<file path="src/port_v_regs.vh">
// register offsets, reset values and field positions for the shared 8-bit port
// assumes a 32-bit apb bus with word-aligned registers
// Functional notes
// - latch read returns latch if output, else pin
// - pin 1 stall detector beats everything
// - pin 1 motor driver next below stall
// - pin 1 mosi, then pwm5, then latch
// - pin 0 stall detector highest priority
// - pin 0 motor driver below stall only
// - pin 0 first timer beats second timer
// - pin 0 second timer channel 0 next
// - pin 0 scl, pwm4, miso, then latch
// - pin input register always shows pins
// - writes to pin input register ignored
// - pin input shows driven pins too
// - direction bit one output, zero input
// - pins 7,5 motor driver forces output
// - pins 6,4 motor or timer forces output
// - direction register accessible at any time
// - read value follows a pin change within four cycles
`ifndef PORT_V_REGS_VH
`define PORT_V_REGS_VH

// ==========================================================
// register offsets (byte addresses)
`define OFS_OUTPUT_LATCH 12'h000
`define OFS_PIN_INPUT 12'h004
`define OFS_DIRECTION 12'h008
`define OFS_ALT_CTRL 12'h00C

// ==========================================================
// reset values
`define RST_OUTPUT_LATCH 8'h00
`define RST_DIRECTION 8'h00

// ==========================================================
// field positions
`define PIN_0 0
`define PIN_1 1
`define SYNC_STAGES 3

`endif

</file>
<file path="src/pin_sync.v">
// three-stage input synchroniser for a bus of pins
// assumes the pins are asynchronous to CLK_IN; output moves once stages two and three agree
`timescale 1ns/10ps
`default_nettype none

module pin_sync #(
	parameter WIDTH = 8
) (
	input wire clk_in,
	input wire rst_in,
	input wire [WIDTH-1:0] async_in,
	output reg [WIDTH-1:0] level_out
);

	reg [WIDTH-1:0] s1_r;
	reg [WIDTH-1:0] s2_r;
	reg [WIDTH-1:0] s3_r;
	integer i;

	always @(posedge clk_in) begin
		if (rst_in) begin
			s1_r <= {WIDTH{1'b0}};
			s2_r <= {WIDTH{1'b0}};
			s3_r <= {WIDTH{1'b0}};
			level_out <= {WIDTH{1'b0}};
		end else begin
			s1_r <= async_in;
			s2_r <= s1_r;
			s3_r <= s2_r;
			// a change counts only when the two later stages agree
			for (i = 0; i < WIDTH; i = i + 1) begin
				if (s2_r[i] == s3_r[i]) begin
					level_out[i] <= s3_r[i];
				end
			end
		end
	end

endmodule // pin_sync

`default_nettype wire

</file>
<file path="src/port_v_pins.v">
// pin mux, direction and apb register file for the shared 8-bit port
// assumes peripheral request/data inputs are on CLK_IN; pins arrive asynchronously
`timescale 1ns/10ps
`default_nettype none
`include "port_v_regs.vh"

module port_v_pins #(
	parameter WIDTH = 8
) (
	// clock and reset
	input wire CLK_IN,
	input wire RST_IN,
	// apb slave
	input wire PSEL_IN,
	input wire PENABLE_IN,
	input wire PWRITE_IN,
	input wire [11:0] PADDR_IN,
	input wire [31:0] PWDATA_IN,
	input wire [3:0] PSTRB_IN,
	output reg [31:0] PRDATA_OUT,
	output reg PREADY_OUT,
	output reg PSLVERR_OUT,
	// stall detector requests and data, pins 1 and 0
	input wire [1:0] STALL_EN_IN,
	input wire [1:0] STALL_DAT_IN,
	// motor pwm driver, one enable and data per pin
	input wire [7:0] MOTOR_EN_IN,
	input wire [7:0] MOTOR_DAT_IN,
	// timers: first unit on pin 0, second unit channels 0,2,3 on pins 0,4,6
	input wire TIMER0_OC_EN_IN,
	input wire TIMER0_OC_DAT_IN,
	input wire [3:0] TIMER1_OC_EN_IN,
	input wire [3:0] TIMER1_OC_DAT_IN,
	// spi: mosi on pin 1, miso on pin 0
	input wire SPI_MOSI_EN_IN,
	input wire SPI_MOSI_DAT_IN,
	input wire SPI_MISO_EN_IN,
	input wire SPI_MISO_DAT_IN,
	// pwm channels 5 and 4
	input wire PWM5_EN_IN,
	input wire PWM5_DAT_IN,
	input wire PWM4_EN_IN,
	input wire PWM4_DAT_IN,
	// iic scl on pin 0, open drain
	input wire IIC_SCL_EN_IN,
	input wire IIC_SCL_DAT_IN,
	// pads
	input wire [WIDTH-1:0] PIN_IN,
	output reg [WIDTH-1:0] PIN_OUT,
	output reg [WIDTH-1:0] PIN_OE_OUT,
	// buffered pin level, for peripheral inputs
	output reg [WIDTH-1:0] PIN_LEVEL_OUT
);

	// ==========================================================
	// state
	reg [WIDTH-1:0] latch_r;
	reg [WIDTH-1:0] dir_r;
	reg [WIDTH-1:0] pin_out_nxt;
	reg [WIDTH-1:0] pin_oe_nxt;
	reg [31:0] rdata_nxt;
	reg hit_nxt;
	wire [WIDTH-1:0] pin_sync_w;
	wire setup_w;
	wire wr_w;

	// ==========================================================
	// pin input synchroniser
	pin_sync #(
		.WIDTH(WIDTH)
	) u_sync (
		.clk_in(CLK_IN),
		.rst_in(RST_IN),
		.async_in(PIN_IN),
		.level_out(pin_sync_w)
	);

	// ==========================================================
	// pin mux
	always @* begin
		// default: plain gpio, direction bit decides
		pin_out_nxt = latch_r;
		pin_oe_nxt = dir_r;
		// pin 1 priority chain, lowest first so later wins
		if (PWM5_EN_IN) begin
			pin_out_nxt[`PIN_1] = PWM5_DAT_IN;
			pin_oe_nxt[`PIN_1] = 1'b1;
		end
		if (SPI_MOSI_EN_IN) begin
			pin_out_nxt[`PIN_1] = SPI_MOSI_DAT_IN;
			pin_oe_nxt[`PIN_1] = 1'b1;
		end
		if (MOTOR_EN_IN[`PIN_1]) begin
			pin_out_nxt[`PIN_1] = MOTOR_DAT_IN[`PIN_1];
			pin_oe_nxt[`PIN_1] = 1'b1;
		end
		if (STALL_EN_IN[`PIN_1]) begin
			pin_out_nxt[`PIN_1] = STALL_DAT_IN[`PIN_1];
			pin_oe_nxt[`PIN_1] = 1'b1;
		end
		// pin 0 priority chain
		if (SPI_MISO_EN_IN) begin
			pin_out_nxt[`PIN_0] = SPI_MISO_DAT_IN;
			pin_oe_nxt[`PIN_0] = 1'b1;
		end
		if (PWM4_EN_IN) begin
			pin_out_nxt[`PIN_0] = PWM4_DAT_IN;
			pin_oe_nxt[`PIN_0] = 1'b1;
		end
		if (IIC_SCL_EN_IN) begin
			// open drain: drive low only, release for high
			pin_out_nxt[`PIN_0] = 1'b0;
			pin_oe_nxt[`PIN_0] = ~IIC_SCL_DAT_IN;
		end
		if (TIMER1_OC_EN_IN[0]) begin
			pin_out_nxt[`PIN_0] = TIMER1_OC_DAT_IN[0];
			pin_oe_nxt[`PIN_0] = 1'b1;
		end
		if (TIMER0_OC_EN_IN) begin
			pin_out_nxt[`PIN_0] = TIMER0_OC_DAT_IN;
			pin_oe_nxt[`PIN_0] = 1'b1;
		end
		if (MOTOR_EN_IN[`PIN_0]) begin
			pin_out_nxt[`PIN_0] = MOTOR_DAT_IN[`PIN_0];
			pin_oe_nxt[`PIN_0] = 1'b1;
		end
		if (STALL_EN_IN[`PIN_0]) begin
			pin_out_nxt[`PIN_0] = STALL_DAT_IN[`PIN_0];
			pin_oe_nxt[`PIN_0] = 1'b1;
		end
		// upper pins: motor forces output on 7,5; motor or timer on 6,4
		if (MOTOR_EN_IN[7]) begin
			pin_out_nxt[7] = MOTOR_DAT_IN[7];
			pin_oe_nxt[7] = 1'b1;
		end
		if (MOTOR_EN_IN[5]) begin
			pin_out_nxt[5] = MOTOR_DAT_IN[5];
			pin_oe_nxt[5] = 1'b1;
		end
		if (MOTOR_EN_IN[6]) begin
			pin_out_nxt[6] = MOTOR_DAT_IN[6];
			pin_oe_nxt[6] = 1'b1;
		end else if (TIMER1_OC_EN_IN[3]) begin
			pin_out_nxt[6] = TIMER1_OC_DAT_IN[3];
			pin_oe_nxt[6] = 1'b1;
		end
		if (MOTOR_EN_IN[4]) begin
			pin_out_nxt[4] = MOTOR_DAT_IN[4];
			pin_oe_nxt[4] = 1'b1;
		end else if (TIMER1_OC_EN_IN[2]) begin
			pin_out_nxt[4] = TIMER1_OC_DAT_IN[2];
			pin_oe_nxt[4] = 1'b1;
		end
		// motor enables on pins 3 and 2 have no mux here; leave them to gpio
	end

	// registered pad drive keeps outputs glitch free; costs one cycle of latency
	always @(posedge CLK_IN) begin
		if (RST_IN) begin
			PIN_OUT <= {WIDTH{1'b0}};
			PIN_OE_OUT <= {WIDTH{1'b0}};
			PIN_LEVEL_OUT <= {WIDTH{1'b0}};
		end else begin
			PIN_OUT <= pin_out_nxt;
			PIN_OE_OUT <= pin_oe_nxt;
			PIN_LEVEL_OUT <= pin_sync_w;
		end
	end

	// ==========================================================
	// apb register file
	assign setup_w = PSEL_IN & ~PENABLE_IN;
	assign wr_w = PSEL_IN & PENABLE_IN & PREADY_OUT & PWRITE_IN;

	always @* begin
		rdata_nxt = 32'h00000000;
		hit_nxt = 1'b1;
		case (PADDR_IN)
			`OFS_OUTPUT_LATCH: begin
				// output bits show the latch, input bits the pin
				rdata_nxt[WIDTH-1:0] = (dir_r & latch_r) | (~dir_r & pin_sync_w);
			end
			`OFS_PIN_INPUT: begin
				rdata_nxt[WIDTH-1:0] = pin_sync_w;
			end
			`OFS_DIRECTION: begin
				rdata_nxt[WIDTH-1:0] = dir_r;
			end
			default: begin
				hit_nxt = 1'b0;
			end
		endcase
	end

	// no wait states: pready rises the cycle after setup
	always @(posedge CLK_IN) begin
		if (RST_IN) begin
			latch_r <= `RST_OUTPUT_LATCH;
			dir_r <= `RST_DIRECTION;
			PRDATA_OUT <= 32'h00000000;
			PREADY_OUT <= 1'b0;
			PSLVERR_OUT <= 1'b0;
		end else begin
			PREADY_OUT <= setup_w;
			if (setup_w) begin
				PRDATA_OUT <= PWRITE_IN ? 32'h00000000 : rdata_nxt;
				PSLVERR_OUT <= ~hit_nxt;
			end else begin
				PSLVERR_OUT <= 1'b0;
			end
			if (wr_w && PSTRB_IN[0]) begin
				case (PADDR_IN)
					`OFS_OUTPUT_LATCH: begin
						latch_r <= PWDATA_IN[WIDTH-1:0];
					end
					`OFS_DIRECTION: begin
						dir_r <= PWDATA_IN[WIDTH-1:0];
					end
					default: begin
						// pin input register is read only: write dropped
						latch_r <= latch_r;
					end
				endcase
			end
		end
	end

endmodule // port_v_pins

`default_nettype wire

</file>
<file path="config.mk">
export PLATFORM = sky130hd
export DESIGN_NAME = port_v_pins
export DESIGN_NICKNAME = d
export VERILOG_FILES = /design/src/pin_sync.v /design/src/port_v_pins.v
export VERILOG_INCLUDE_DIRS = /design/src /design/src/src
export SDC_FILE = /design/constraint.sdc
export NUM_CORES = 1
export LEC_CHECK = 0
export ABC_AREA = 1
export BUFFER_PORTS_ARGS = -buffer_cell sky130_fd_sc_hd__buf_2
export CORE_MARGIN = 1.5
export CORE_UTILIZATION = 45
export DETAILED_ROUTE_END_ITERATION = 8
export GPL_ROUTABILITY_DRIVEN = 0
export PLACE_DENSITY = 0.78
export SKIP_CTS_REPAIR_TIMING = 1
export SLEW_MARGIN = 20
export SYNTH_ARGS = -nofsm -noshare
export SYNTH_HDL_FRONTEND = slang
export SYNTH_SLANG_ARGS = --single-unit
</file>
<file path="constraint.sdc">
create_clock -name CLK_IN -period 1.5 [get_ports CLK_IN]
set_input_delay 0.075 -clock CLK_IN [delete_from_list [all_inputs] [get_ports CLK_IN]]
set_output_delay 0.075 -clock CLK_IN [all_outputs]
set_load 0.1 [all_outputs]
</file>
==> results.tsv <==
metric	value	unit
buffers added on ports	101	
R2R Setup Slk	280	ps
most common cell in the netlist	dfxtp_1	
register area share after synthesis	49.5	%
Clock transition at path regs	80	ps
diodes inserted	0	
WL/cell	10.8	um
Root Buffer	clkbuf_8	
Critical Path RT	1740	ps
1st-iter DRT viols	120	
DR pass1 iterations	4	
cell taking the most area after synthesis	dfxtp_1	
Max Freq	821	MHz
vias in the first global route	2487	
post-DP HPWL	5.06	mm
fin nets	634	
GRT Total Usage	17.2	%
Crit. End Element	flip-flop	
synthesis-to-finish area growth	25.0	%
Tot Pwr	4.62	mW
status	finished, final reports clean	
warnings from Yosys	0	
static leakage	1.94	nW
CTS Buf Count	9	
placed insts	608	
die width	88.9	um
Final min period	1220	ps
IO Pins	159	
FF-to-FF End	latch_r[4]	
via count	2907	
largest net degree at the start of global routing	33	
clock skew	6.91	ps
actual slew at the worst max-slew pin	524	ps
Finished Layout Cells	637	
Avg Cell Area, Syn	7.94	sq um
drt total wl	6.88	mm
Startpoint Class	flip-flop	
CP endpoint	latch_r[4]	
worst setup slack after layout	282	ps
Clock Tree Buf Depth	2	
ys flop type	dfxtp_1	
wire length of the first global-routing pass	10.3	mm
Worst Path Arrival	1460	ps
CP max FO	16	
Synth cell types	33	
Antenna Nets Post-Route	0	
clk_lat worst skew	340	ps
ys async rst share	0	%
DRC violations left	0	
grt ovf	0	
total clock sinks	82	
Post-synth top cells	dfxtp_1, nor2_1, inv_1	
cells on worst reg2reg path	5	
Final Cycle Share	81.2	%
CTS tree	done	
slew margin rel.	65.1	%
Min-Delay Path Class	input pin to flip-flop	
critical path launch point	PREADY_OUT	
Synth top area share	49.5	%
Via density	4.56	
RSZ-0062 raised after global routing	false	
DIE HEIGHT	88.9	um
initial antenna violation count	0	
pwr dens	1110	nW/um^2
Max IR drop VDD	0.000470	V
Initial Util	46.2	%
critical path class	flip-flop to flip-flop	
Clock H-tree levels	3	
die area	7900	sq um
Yosys reg bits	82	
Max Cap Viol	0	
Final Hold Viols	0	
ranking of synthesized cells by area	dfxtp_1, nor2_1, inv_1	
Post-synth EDFFs	0	
Gate Count Post-Synth	418	
share of cells above drive strength 1	26.0	%
Final Slew Violations	0	
setup slack after placement	133	ps
num rows	31	
final setup violation count	0	
core box area	7180	sq um
Synth Cell Area	3320	sq um
worst r2r src	PREADY_OUT	
Fin Setup TNS	0	ps
==> worst min path at each step <==
stage,end,slack (ps),depth (start not counted),start
finish,PIN_OE_OUT[4],7,3,TIMER1_OC_EN_IN[2]
global route,PIN_OE_OUT[7],5,3,MOTOR_EN_IN[7]
CTS,u_sync.s1_r[7],-90,3,PIN_IN[7]
detailed placement,u_sync.s1_r[7],280,3,PIN_IN[7]
global placement,u_sync.s1_r[2],280,3,PIN_IN[2]
floorplan,u_sync.s1_r[0],180,2,PIN_IN[0]
==> placed cells by master (no fill, tap or decap), drive strengths merged, types with 2 or more instances in the layout <==
master,count
nor3,2
nand2,27
conb,24
o211ai,2
dlygate4sd3,13
dfxtp,82
clkbuf,13
nand3,43
nor2,76
o21ai,33
inv,66
buf,104
a21oi,44
==> per-layer routing <==
metal	part of all wire [%]	vias to the layer above	GRT usage (%)
li1	-	1513	-
met1	41	1289	19.5
met2	51	97	30.0
met3	6.8	8	4.85
met4	1.1	0	7.39
met5	0	-	0
==> final cells by class <==
class | count | area [sq um]
clock buffers | 13 | 169
clock inverters | 3 | 45.0
fillers | 667 | 3030
inverters | 65 | 244
multi-input cells | 258 | 1260
flip-flops and latches | 82 | 1650
well taps | 99 | 124
repair buffers | 117 | 658
==> worst max-delay path, cell delays in order (launching register included) <==
cell,delay (ps)
dfxtp_4,350
nand3_1,100
nor2_4,170
nand3_4,210
o21ai_0,230
a21oi_1,50
==> state kept, by name, indices dropped and copies added, names as in the netlist <==
register / cells
PIN_LEVEL_OUT: 8
PIN_OE_OUT: 8
PIN_OUT: 8
PRDATA_OUT: 8
PREADY_OUT: 1
PSLVERR_OUT: 1
dir_r: 8
latch_r: 8
u_sync.level_out: 8
u_sync.s1_r: 8
u_sync.s2_r: 8
u_sync.s3_r: 8
==> per-stage QoR <==
step	area, sq um	utilization [%]	hold WS, ps
after floorplan	3410	-	182
after global placement	3800	53.0	277
after detailed placement	3800	53.0	281
after CTS	4020	56.0	-93.7
after global routing	4150	57.8	4.86
final	4150	57.8	7.38
==> kinds of logic (layout without fill, tap and decap cells) <==
kind of cell           Yosys count  after routing  synth area share (%)
buffers and inverters          101            198                  15.1
flip-flops                      82             82                  49.5
AO/OA/AOI/OAI                   83             83                  13.5
AND/OR/NAND/NOR                151            151                  21.9
other                            1             24                 0.113
==> power breakdown <==
part | total [mW] | leakage, nW | internal (mW) | switching, mW
Sequential | 2.24 | 0.669 | 2.22 | 0.0145
Clock | 1.65 | 0.110 | 0.910 | 0.739
Combinational | 0.734 | 1.16 | 0.150 | 0.584
No activity file was read; power rests on OpenSTA's default activity.
